--- src/inc/eeprom_slave_map.vh ---
// constants for the two-wire eeprom slave front end
`ifndef EEPROM_SLAVE_MAP_VH
`define EEPROM_SLAVE_MAP_VH
`define TYPE_PATTERN      4'ha
`define DENS_1K           3'h0
`define DENS_2K           3'h1
`define DENS_4K           3'h2
`define DENS_8K           3'h3
`define DENS_16K          3'h4
`define FILTER_NS         200
`define CLK_NS            100
`define FILTER_CYCLES     ((`FILTER_NS + `CLK_NS - 1) / `CLK_NS)
`define FILTER_W          2
`define WRITE_CYCLE_US    10000
`define WRITE_CYCLE_COUNT ((`WRITE_CYCLE_US * 1000) / `CLK_NS)
`define BIT_CNT_W         4
`define BIT_ACK           4'h8
`define BIT_LAST          4'h7
`define BIT_PRE           4'hf
`endif

--- src/verilog/line_filter.v ---
// two-flop synchroniser and glitch filter for one bus line
`timescale 1ns/1ns
`include "eeprom_slave_map.vh"
module line_filter
(
  input  wire clk_sys,
  input  wire rst_n,
  input  wire clk_en,
  input  wire line_in,
  output reg  line_out
);
  reg                  sync_a;
  reg                  sync_b;
  reg [`FILTER_W-1:0]  stable_cnt;

  // first flop feeds only the second; filter works on sync_b
  always @(posedge clk_sys)
  begin
    if (!rst_n)
    begin
      sync_a     <= 1'b1;
      sync_b     <= 1'b1;
      stable_cnt <= {`FILTER_W{1'b0}};
      line_out   <= 1'b1;
    end
    else if (clk_en)
    begin
      sync_a <= line_in;
      sync_b <= sync_a;
      // a new level must hold past the noise time before it counts
      if (sync_b == line_out)
        stable_cnt <= {`FILTER_W{1'b0}};
      else if (stable_cnt == `FILTER_CYCLES - 1)
      begin
        line_out   <= sync_b;
        stable_cnt <= {`FILTER_W{1'b0}};
      end
      else
        stable_cnt <= stable_cnt + 1'b1;
    end
  end
endmodule // line_filter

--- src/verilog/busy_timer.v ---
// self-timed programming cycle counter
`timescale 1ns/1ns
`include "eeprom_slave_map.vh"
module busy_timer
#(
  parameter WRITE_CYCLES = `WRITE_CYCLE_COUNT
)
(
  input  wire clk_sys,
  input  wire rst_n,
  input  wire clk_en,
  input  wire start,
  output reg  busy
);
  reg [16:0] remain;

  // counts down from the write stop; busy blanks the bus interface
  always @(posedge clk_sys)
  begin
    if (!rst_n)
    begin
      busy   <= 1'b0;
      remain <= 17'h00000;
    end
    else if (clk_en)
    begin
      if (start)
      begin
        busy   <= 1'b1;
        remain <= WRITE_CYCLES[16:0];
      end
      else if (busy)
      begin
        if (remain == 17'h00001)
          busy <= 1'b0;
        remain <= remain - 17'h00001;
      end
    end
  end
endmodule // busy_timer

--- src/verilog/eeprom_serial_slave_interface.v ---
// two-wire serial eeprom slave front end
// Behaviour
// - bus sharing count depends on density
// - data line only pulled low or released
// - floating select pins read zero, smallest grounded
// - middle density ignores select pin zero
// - second largest matches select pin two only
// - largest density matches no select pins
// - write protect high blocks programming
// - data change with clock high is start/stop
// - start is data fall, clock high
// - stop is data rise, clock high
// - address type bits must be 1010
// - select bits match pins or give high address
// - last address bit: 1 read, 0 write
// - acknowledge only a matching address
// - receiver holds data low on ninth clock
// - selected for write, acknowledge every byte
// - read: eight bits, release, sample acknowledge
// - no acknowledge ends reading until stop
// - no acknowledge during programming cycle
// - protected: ack address bytes, nak first data
`timescale 1ns/1ns
`include "eeprom_slave_map.vh"
module eeprom_serial_slave_interface
#(
  parameter WRITE_CYCLES = `WRITE_CYCLE_COUNT
)
(
  input  wire       clk_sys,
  input  wire       rst_n,
  input  wire       clk_en,
  input  wire [2:0] density,
  input  wire       scl_in,
  input  wire       sda_in,
  output reg        sda_out,
  output reg        sda_oe,
  input  wire       select_pin_zero,
  input  wire       select_pin_one,
  input  wire       select_pin_two,
  input  wire       write_protect,
  input  wire [7:0] read_data,
  output reg        read_data_req,
  output reg        selected,
  output reg        read_mode,
  output reg  [2:0] high_address,
  output reg  [7:0] rx_byte,
  output reg        rx_addr_valid,
  output reg        rx_data_valid,
  output reg        program_start,
  output reg        busy
);
  localparam ST_IDLE  = 3'h0;
  localparam ST_ADDR  = 3'h1;
  localparam ST_WRITE = 3'h2;
  localparam ST_READ  = 3'h3;
  localparam ST_WAIT  = 3'h4;

  wire                  scl_f;
  wire                  sda_f;
  wire                  busy_int;
  reg                   scl_d;
  reg                   sda_d;
  reg  [2:0]            state;
  reg  [`BIT_CNT_W-1:0] bit_cnt;
  reg  [7:0]            shift;
  reg  [7:0]            tx_shift;
  reg                   pend_ack;
  reg                   bytes_seen;
  reg                   wrote_data;
  reg  [2:0]            wp_sync;
  reg  [2:0]            pin_a;
  reg  [2:0]            pin_b;

  // which select bits compare to pins, per density
  function [2:0] used_mask;
    input [2:0] dens;
    begin
      case (dens)
        `DENS_4K: used_mask = 3'h6;
        `DENS_8K: used_mask = 3'h4;
        `DENS_16K: used_mask = 3'h0;
        default: used_mask = 3'h7;
      endcase
    end
  endfunction

  line_filter u_scl
  (
    .clk_sys  (clk_sys),
    .rst_n    (rst_n),
    .clk_en   (clk_en),
    .line_in  (scl_in),
    .line_out (scl_f)
  );

  line_filter u_sda
  (
    .clk_sys  (clk_sys),
    .rst_n    (rst_n),
    .clk_en   (clk_en),
    .line_in  (sda_in),
    .line_out (sda_f)
  );

  busy_timer #(.WRITE_CYCLES(WRITE_CYCLES)) u_busy
  (
    .clk_sys (clk_sys),
    .rst_n   (rst_n),
    .clk_en  (clk_en),
    .start   (program_start),
    .busy    (busy_int)
  );

  wire scl_rise = scl_f & ~scl_d;
  wire scl_fall = ~scl_f & scl_d;
  wire start_c  = scl_f & scl_d & sda_d & ~sda_f;
  wire stop_c   = scl_f & scl_d & ~sda_d & sda_f;
  wire [7:0] rx_next = {shift[6:0], sda_f};
  // floating pins are assumed pulled to zero outside, so a plain match
  wire addr_hit = (rx_next[7:4] == `TYPE_PATTERN)
    && (((rx_next[3:1] ^ pin_b) & used_mask(density)) == 3'h0);

  // select pin inputs pass two flops, write protect passes three
  always @(posedge clk_sys)
  begin
    if (!rst_n)
    begin
      pin_a   <= 3'h0;
      pin_b   <= 3'h0;
      wp_sync <= 3'h0;
    end
    else if (clk_en)
    begin
      pin_a   <= {select_pin_two, select_pin_one, select_pin_zero};
      pin_b   <= pin_a;
      wp_sync <= {wp_sync[1], wp_sync[0], write_protect};
    end
  end

  // main bus sequencer
  always @(posedge clk_sys)
  begin
    if (!rst_n)
    begin
      scl_d         <= 1'b1;
      sda_d         <= 1'b1;
      state         <= ST_IDLE;
      bit_cnt       <= {`BIT_CNT_W{1'b0}};
      shift         <= 8'h00;
      tx_shift      <= 8'h00;
      pend_ack      <= 1'b0;
      bytes_seen    <= 1'b0;
      wrote_data    <= 1'b0;
      sda_out       <= 1'b0;
      sda_oe        <= 1'b0;
      read_data_req <= 1'b0;
      selected      <= 1'b0;
      read_mode     <= 1'b0;
      high_address  <= 3'h0;
      rx_byte       <= 8'h00;
      rx_addr_valid <= 1'b0;
      rx_data_valid <= 1'b0;
      program_start <= 1'b0;
      busy          <= 1'b0;
    end
    else if (clk_en)
    begin
      scl_d         <= scl_f;
      sda_d         <= sda_f;
      sda_out       <= 1'b0;  // only ever pulls low
      read_data_req <= 1'b0;
      rx_addr_valid <= 1'b0;
      rx_data_valid <= 1'b0;
      program_start <= 1'b0;
      busy          <= busy_int;
      if (stop_c)
      begin
        // programming begins only when a data byte was taken
        if (state == ST_WRITE && wrote_data)
          program_start <= 1'b1;
        state    <= ST_IDLE;
        sda_oe   <= 1'b0;
        selected <= 1'b0;
      end
      else if (start_c)
      begin
        // repeated start is accepted in any state
        state      <= ST_ADDR;
        // the clock fall that closes the start wraps this to bit zero
        bit_cnt    <= `BIT_PRE;
        sda_oe     <= 1'b0;
        selected   <= 1'b0;
        bytes_seen <= 1'b0;
        wrote_data <= 1'b0;
      end
      else
      begin
        case (state)
          ST_ADDR, ST_WRITE:
          begin
            if (scl_rise && bit_cnt <= `BIT_LAST)
              shift <= rx_next;
            if (scl_rise && bit_cnt == `BIT_LAST)
            begin
              rx_byte <= rx_next;
              if (state == ST_ADDR)
              begin
                // busy device stays silent on its address
                pend_ack <= addr_hit & ~busy_int;
                if (addr_hit && !busy_int)
                begin
                  selected      <= 1'b1;
                  read_mode     <= rx_next[0];
                  high_address  <= rx_next[3:1] & ~used_mask(density);
                  rx_addr_valid <= 1'b1;
                end
              end
              else if (!bytes_seen)
              begin
                pend_ack      <= 1'b1;
                bytes_seen    <= 1'b1;
                rx_data_valid <= 1'b1;
              end
              else
              begin
                // protected: refuse the first data byte, nothing programs
                pend_ack      <= ~wp_sync[2];
                wrote_data    <= ~wp_sync[2];
                rx_data_valid <= ~wp_sync[2];
              end
            end
            if (scl_fall)
            begin
              if (bit_cnt == `BIT_LAST)
              begin
                sda_oe  <= pend_ack;
                bit_cnt <= `BIT_ACK;
                if (!pend_ack)
                  state <= ST_WAIT;
              end
              else if (bit_cnt == `BIT_ACK)
              begin
                sda_oe  <= 1'b0;
                bit_cnt <= {`BIT_CNT_W{1'b0}};
                if (state == ST_ADDR)
                begin
                  if (read_mode)
                  begin
                    state         <= ST_READ;
                    sda_oe        <= ~read_data[7];
                    tx_shift      <= {read_data[6:0], 1'b0};
                    read_data_req <= 1'b1;
                  end
                  else
                    state <= ST_WRITE;
                end
              end
              else
                bit_cnt <= bit_cnt + 1'b1;
            end
          end
          ST_READ:
          begin
            if (scl_fall)
            begin
              if (bit_cnt == `BIT_LAST)
              begin
                sda_oe  <= 1'b0;  // release for master ack
                bit_cnt <= `BIT_ACK;
              end
              else if (bit_cnt == `BIT_ACK)
              begin
                bit_cnt <= {`BIT_CNT_W{1'b0}};
                if (pend_ack)
                begin
                  sda_oe        <= ~read_data[7];
                  tx_shift      <= {read_data[6:0], 1'b0};
                  read_data_req <= 1'b1;
                end
                else
                  state <= ST_WAIT;
              end
              else
              begin
                sda_oe   <= ~tx_shift[7];
                tx_shift <= {tx_shift[6:0], 1'b0};
                bit_cnt  <= bit_cnt + 1'b1;
              end
            end
            // master ack sampled at the ninth clock rise
            if (scl_rise && bit_cnt == `BIT_ACK)
              pend_ack <= ~sda_f;
          end
          ST_WAIT:
            sda_oe <= 1'b0;
          default:
            sda_oe <= 1'b0;  // idle ignores the bus
        endcase
      end
    end
  end
endmodule // eeprom_serial_slave_interface

--- config.mk ---
export PLATFORM = sky130hd
export DESIGN_NAME = eeprom_serial_slave_interface
export DESIGN_NICKNAME = d
export VERILOG_FILES = /design/src/verilog/line_filter.v /design/src/verilog/busy_timer.v /design/src/verilog/eeprom_serial_slave_interface.v
export VERILOG_INCLUDE_DIRS = /design/src /design/src/inc
export SDC_FILE = /design/constraint.sdc
export NUM_CORES = 1
export LEC_CHECK = 0
export ABC_AREA = 0
export CAP_MARGIN = 10
export CORE_ASPECT_RATIO = 0.5
export CORE_MARGIN = 3
export CORE_UTILIZATION = 65
export DETAILED_ROUTE_END_ITERATION = 12
export DONT_BUFFER_PORTS = 1
export GPL_TIMING_DRIVEN = 1
export PLACE_DENSITY = 0.81
export SYNTH_ARGS = -nofsm -noshare
export SYNTH_HDL_FRONTEND = slang
export SYNTH_SLANG_ARGS = --single-unit
export TNS_END_PERCENT = 1
--- constraint.sdc ---
create_clock -name clk_sys -period 3 [get_ports clk_sys]
set_input_delay 0.6 -clock clk_sys [delete_from_list [all_inputs] [get_ports clk_sys]]
set_output_delay 0.6 -clock clk_sys [all_outputs]
set_load 0.05 [all_outputs]
; Word-level counts from Yosys, hierarchy flattened
; Cells that the tools add are included.
[word_totals]
output_inout_bits = 20
input_bits = 20
reg_bits = 83
[op_classes]
n_mux = 102
n_reduce_logical = 36
n_eq_ne = 32
bitwise_logic = 24
add_sub_neg = 4
magnitude_cmp = 1
[ops]
columns = op, n
row1 = two-way mux 8 bit, 9
row2 = two-way mux 1 bit, 58
row3 = two-way mux 3 bit, 18
row4 = two-way mux 17 bit, 2
row5 = AND reduction 5 bit, 5
row6 = two-way mux 4 bit, 5
row7 = "!= test 2 bit, second input constant", 10
row8 = "== test 17 x 1 -> 1 bit, second input constant", 1
row9 = "subtractor 17 x 1 -> 17 bit, second input constant", 1
row10 = "!= test 4 bit, second input constant", 4
row11 = case mux 8 bit (2 select lines), 1
row12 = nonzero test 2 bit, 7
row13 = "== test 3 x 2 -> 1 bit, second input constant", 4
row14 = inverter 1 bit, 12
row15 = AND reduction 12 bit, 1
row16 = AND reduction 6 bit, 2
row17 = nonzero test 3 bit, 4
row18 = "!= test 5 bit, second input constant", 2
row19 = case mux 3 bit (3 select lines), 1
row20 = bitwise AND 1 bit, 8
row21 = "== test 4 bit, second input constant", 2
row22 = two-way mux 2 bit, 4
row23 = AND reduction 8 bit, 1
row24 = AND reduction 7 bit, 1
row25 = 24 further kinds, 36

; Logic depth before layout (Yosys ltp)
[logic_depth]
depth_word = 16
depth_mapped = 9
mapped_depth_nobuf = 7

; Cells and area by module
; From an unflattened synthesis, not the netlist that was laid out.
[hier_totals]
cells_unflattened = 462
hier_area_um2 = 3971.3
[modules_own_cells]
columns = mod, seq_area_each_um2, area_each_um2, cells_each, n_inst
row1 = eeprom_serial_slave_interface, 1081.0, 2633.8, 315, 1
row2 = busy_timer, 360.3, 899.6, 105, 1
row3 = line_filter, 100.1, 219.0, 21, 2

; Worst setup path after synthesis
; OpenSTA, ideal clock, no wires.
[synth_path]
path_kind = register -> register
startpoint = register program_start
endpoint = register u_busy.remain[15]
stages_incl_launch_ff = 7
required_ns = 2.872
path_slack_ns = 1.023
t_arrival_ns = 1.849
synth_period_minus_slack_ns = 1.977
cell_sequence = dfxtp_1 -> nor2_1 -> or4_1 -> buf_2 -> nor4_4 -> xnor2_1 -> a21boi_1
[synth_via]
elab_chain_cells = 2
[synth_rtl]
columns = item, line
row1 = start: declaration, eeprom_serial_slave_interface.v:50  ; output reg program_start,
row2 = start signal: assignment, eeprom_serial_slave_interface.v:164  ; program_start <= 1'b0;
row3 = start signal: assignment, eeprom_serial_slave_interface.v:175  ; program_start <= 1'b0;
row4 = start signal: assignment, eeprom_serial_slave_interface.v:181  ; program_start <= 1'b1;
row5 = nonzero test 2 bit (no line), n/a
row6 = AND reduction 2 bit (no line), n/a
row7 = end signal: assignment, busy_timer.v:30  ; remain <= WRITE_CYCLES[16:0];
row8 = end signal: assignment, busy_timer.v:36  ; remain <= remain - 17'h00001;
row9 = end: declaration, busy_timer.v:15  ; reg [16:0] remain;
; Several ways; a longest one is shown, not always the timed one.
; A chain may end at the register's enable or synchronous reset.

; Worst setup path in the final report
[layout_path]
startpoint = register state[0]
endpoint = register read_mode
[layout_via]
elab_chain_cells = 3
[layout_rtl]
columns = item, line
row1 = start: declaration, eeprom_serial_slave_interface.v:64  ; reg [2:0] state;
row2 = start signal: assignment, eeprom_serial_slave_interface.v:148  ; state <= ST_IDLE;
row3 = start signal: assignment, eeprom_serial_slave_interface.v:182  ; state <= ST_IDLE;
row4 = start signal: assignment, eeprom_serial_slave_interface.v:189  ; state <= ST_ADDR;
row5 = == test 3 x 2 -> 1 bit or == test 3 x 1 -> 1 bit (tied branches), "eeprom_serial_slave_interface.v:199, eeprom_serial_slave_interface.v:207"
row6 = OR reduction 2 bit, eeprom_serial_slave_interface.v:199  ; case (state)
row7 = AND reduction 7 bit (no line) *, n/a
row8 = end signal: assignment, eeprom_serial_slave_interface.v:214  ; read_mode <= rx_next[0];
row9 = end: declaration, eeprom_serial_slave_interface.v:45  ; output reg read_mode,
; Mark *: on every way between the ends. The rest lies on a longest branch, timed or not.

==> impl_metrics.tcl <==
set metrics [dict create \
    period_share_pct 73.40 \
    die_area_sq_um 7274 \
    grt_pass1_wl_um 14300 \
    clk_latency_ns 0.34 \
    cp-start-kind "flip-flop" \
    synth-seq-cells 82 \
    layoutNonFillerInstCount 511 \
    grt_max_degree 75 \
    port-buffer-count 0 \
    io_pins 40 \
    antenna_found_initial 0 \
    final_util_pct 75.62 \
    routabilityCongestion 0.9429 \
    drt-pass1-iter-count 5 \
    power_density_nw_per_um2 506.5 \
    grt_pass1_vias 2906 \
    worst-r2r-cell-count 5 \
    relSlewSlack_pct 39.47 \
    synth_edf_count 0 \
    syn_inst 434 \
    die_y_um 61.83 \
    worstHoldPathType "in2reg" \
    crit_required_ns 3.23 \
    rows 19 \
    final_nets 446 \
    initial_core_util_pct 70.42 \
    cts_made_buffers 9 \
    post-route-min-period_ns 2.202 \
    critical_path_class "reg2reg" \
    final_antenna_net_count 0 \
    r2r-end "read_mode" \
    ctsResizeCount 0 \
    most-common-layout-cells "dfxtp_1, mux2i_1, nor2b_1" \
    skew_ns 0.005352 \
    drv_cap 0 \
    synth_area_sq_um 4051 \
    syn_to_final_growth_pct 7.381 \
    tightest_slew_ns 0.9056 \
    cts-root-buf "clkbuf_16" \
    htree_levels 3 \
    drv_slew 0 \
    drc_errors 0 \
    min_from "rst_n" \
    syn_nets 458 \
    hold_end "u_sda.sync_b" \
    die_x_um 117.7 \
    drive_gt1_share_pct 8.197 \
    via_per_inst 5.982 \
    status "finished clean" \
    rsz0062_at_grt "no" \
    grt_use_total_pct 24.95 \
    clockBufferDepth 2 \
    num-fill-cells 430 \
    yosysSeqAreaShare_pct 40.52 \
    p_leak_nw 1.657 \
    placed_cells 495 \
    final.setup.worst_slack_ns 0.7981 \
    crit_path_end_kind "flip-flop" \
    cts_tree "yes" \
    ys_warn_count 0 \
    fmax_mhz 454.2 \
    peakVddDrop_v 0.0003914 \
    tns_ns 0 \
    syn_avg_cell_area_sq_um 9.335 \
    drt-initial-drc-count 266 \
    num_antenna_cells 0 \
    dpl.hpwl_um 5912 \
    vias 3057 \
    wl_per_cell_um 16.69 \
    clock_sinks 82 \
    core_sq_um 5753 \
    holdPathStages 1 \
    drt-total-wl_um 8530 \
    place_ws_ns 0.8119 \
    synthArstFlopShare_pct 0 \
    rr_startpoint "state[0]" \
    grt_overflow_total 0 \
    final_common_cell "dfxtp_1" \
    setup_viol 0 \
    hold_viol 0 \
    ys.flop_type "dfxtp_1" \
    post_cts_buffers 0 \
    cp.arrival_ns 2.44 \
    ff2ff_setup_slack_ns 0.80 \
    yosysUniqueCellTypes 67 \
    hold_buffers 0 \
    worstPathMaxFanout 16 \
    clkTransAtPathRegs_ns 0.06 \
]
==> cells in the mapped netlist (all sizes together) (2+ instances only) <==
master	instances	share of area [%]
and2	5	0.77
nor2b	36	5.6
xnor2	14	3.0
o21bai	2	0.65
and3	3	0.46
xor2	6	1.3
nand4	4	0.62
o211ai	3	0.56
nor3b	3	0.68
dfxtp	82	41
nor4	7	2.5
nand2	34	3.2
nor2	24	2.3
o31a	2	0.43
clkbuf	17	1.6
o31ai	3	0.56
nor3	11	1.5
ha	4	1.2
or3b	3	0.71
or3	2	0.43
nand3	10	1.2
a21oi	19	2.3
a21boi	13	2.5
nand3b	8	1.5
nor4b	5	1.4
a21o	2	0.37
and3b	4	0.86
o21ai	8	0.99
or4	5	0.93
mux2i	39	9.6
buf	8	1.1
inv	10	0.93
o211a	7	1.7
o311a	3	0.74
nand2b	11	1.9
==> cell type report <==
type | instances | area [sq um] | area share [%]
sequential | 82 | 1642 | 37.73
clock buffer | 9 | 225.2 | 5.177
multi-input combinational | 317 | 2266 | 52.09
tap | 84 | 105.1 | 2.416
timing repair buffer | 2 | 15.01 | 0.3451
clock inverter | 7 | 60.06 | 1.381
inverter | 10 | 37.54 | 0.8628
==> routing by layer <==
layer	GRT usage (%)	up-vias	share of wire (%)
met5	0	-	0
met4	8.000	0	1.2
met3	7.776	12	5.3
met2	42.50	86	46
met1	31.43	1450	48
li1	-	1509	-
==> metrics by stage <==
| step | hold WS, ns | cell area (sq um) | total power (W) |
|---|---|---|---|
| 2_1_floorplan | 0.4413 | 4051 | 0.001194 |
| 3_3_place_gp | 0.4531 | 4065 | 0.001183 |
| 3_5_place_dp | 0.4661 | 4065 | 0.001186 |
| 4_1_cts | 0.3266 | 4350 | 0.002220 |
| 5_1_grt | 0.3222 | 4350 | 0.002281 |
| 6_report | 0.3357 | 4350 | 0.002204 |
==> state kept, by name (all words and copies together) (netlist names), 2 cells and up <==
name / cells
u_busy.remain: 17
rx_byte: 8
shift: 7
tx_shift: 7
bit_cnt: 4
high_address: 3
pin_a: 3
pin_b: 3
state: 3
wp_sync: 3
u_scl.stable_cnt: 2
u_sda.stable_cnt: 2
==> how the worst max path moves through the flow <==
stage	startpoint	to	slack (ns)
final	state[0]	read_mode	0.80
after global routing	bit_cnt[0]	bytes_seen	0.64
after CTS	state[0]	read_mode	0.81
after detailed placement	density[1]	read_mode	0.81
after global placement	density[1]	read_mode	0.90
after floorplan	program_start	u_busy.remain[15]	1.02
==> cells by family after synthesis <==
logic type / Yosys count / synth area share, %
adders and majority gates: 4 / 1.235
and+or+nand+nor: 178 / 27.05
other: 1 / 0.09256
buffers and inverters: 35 / 3.552
AOI/OAI and AO/OA: 75 / 13.59
DFF: 82 / 40.52
muxes: 39 / 9.635
xor gates and xnor gates: 20 / 4.324
==> worst max-delay path: stages (launching register included) <==
cell and delay, ns:
dfxtp_1 0.60, or3b_4 0.47, o21bai_4 0.20, nor4_4 0.51
mux2i_1 0.24, nor2b_1 0.07
==> power breakdown <==
part           switching [W]  leakage, nW  internal, W
combinational      0.0000259        0.864    0.0000279
clock               0.000470        0.131     0.000573
sequential        0.00000917        0.663      0.00110
Power figures use the tool's default switching activity.
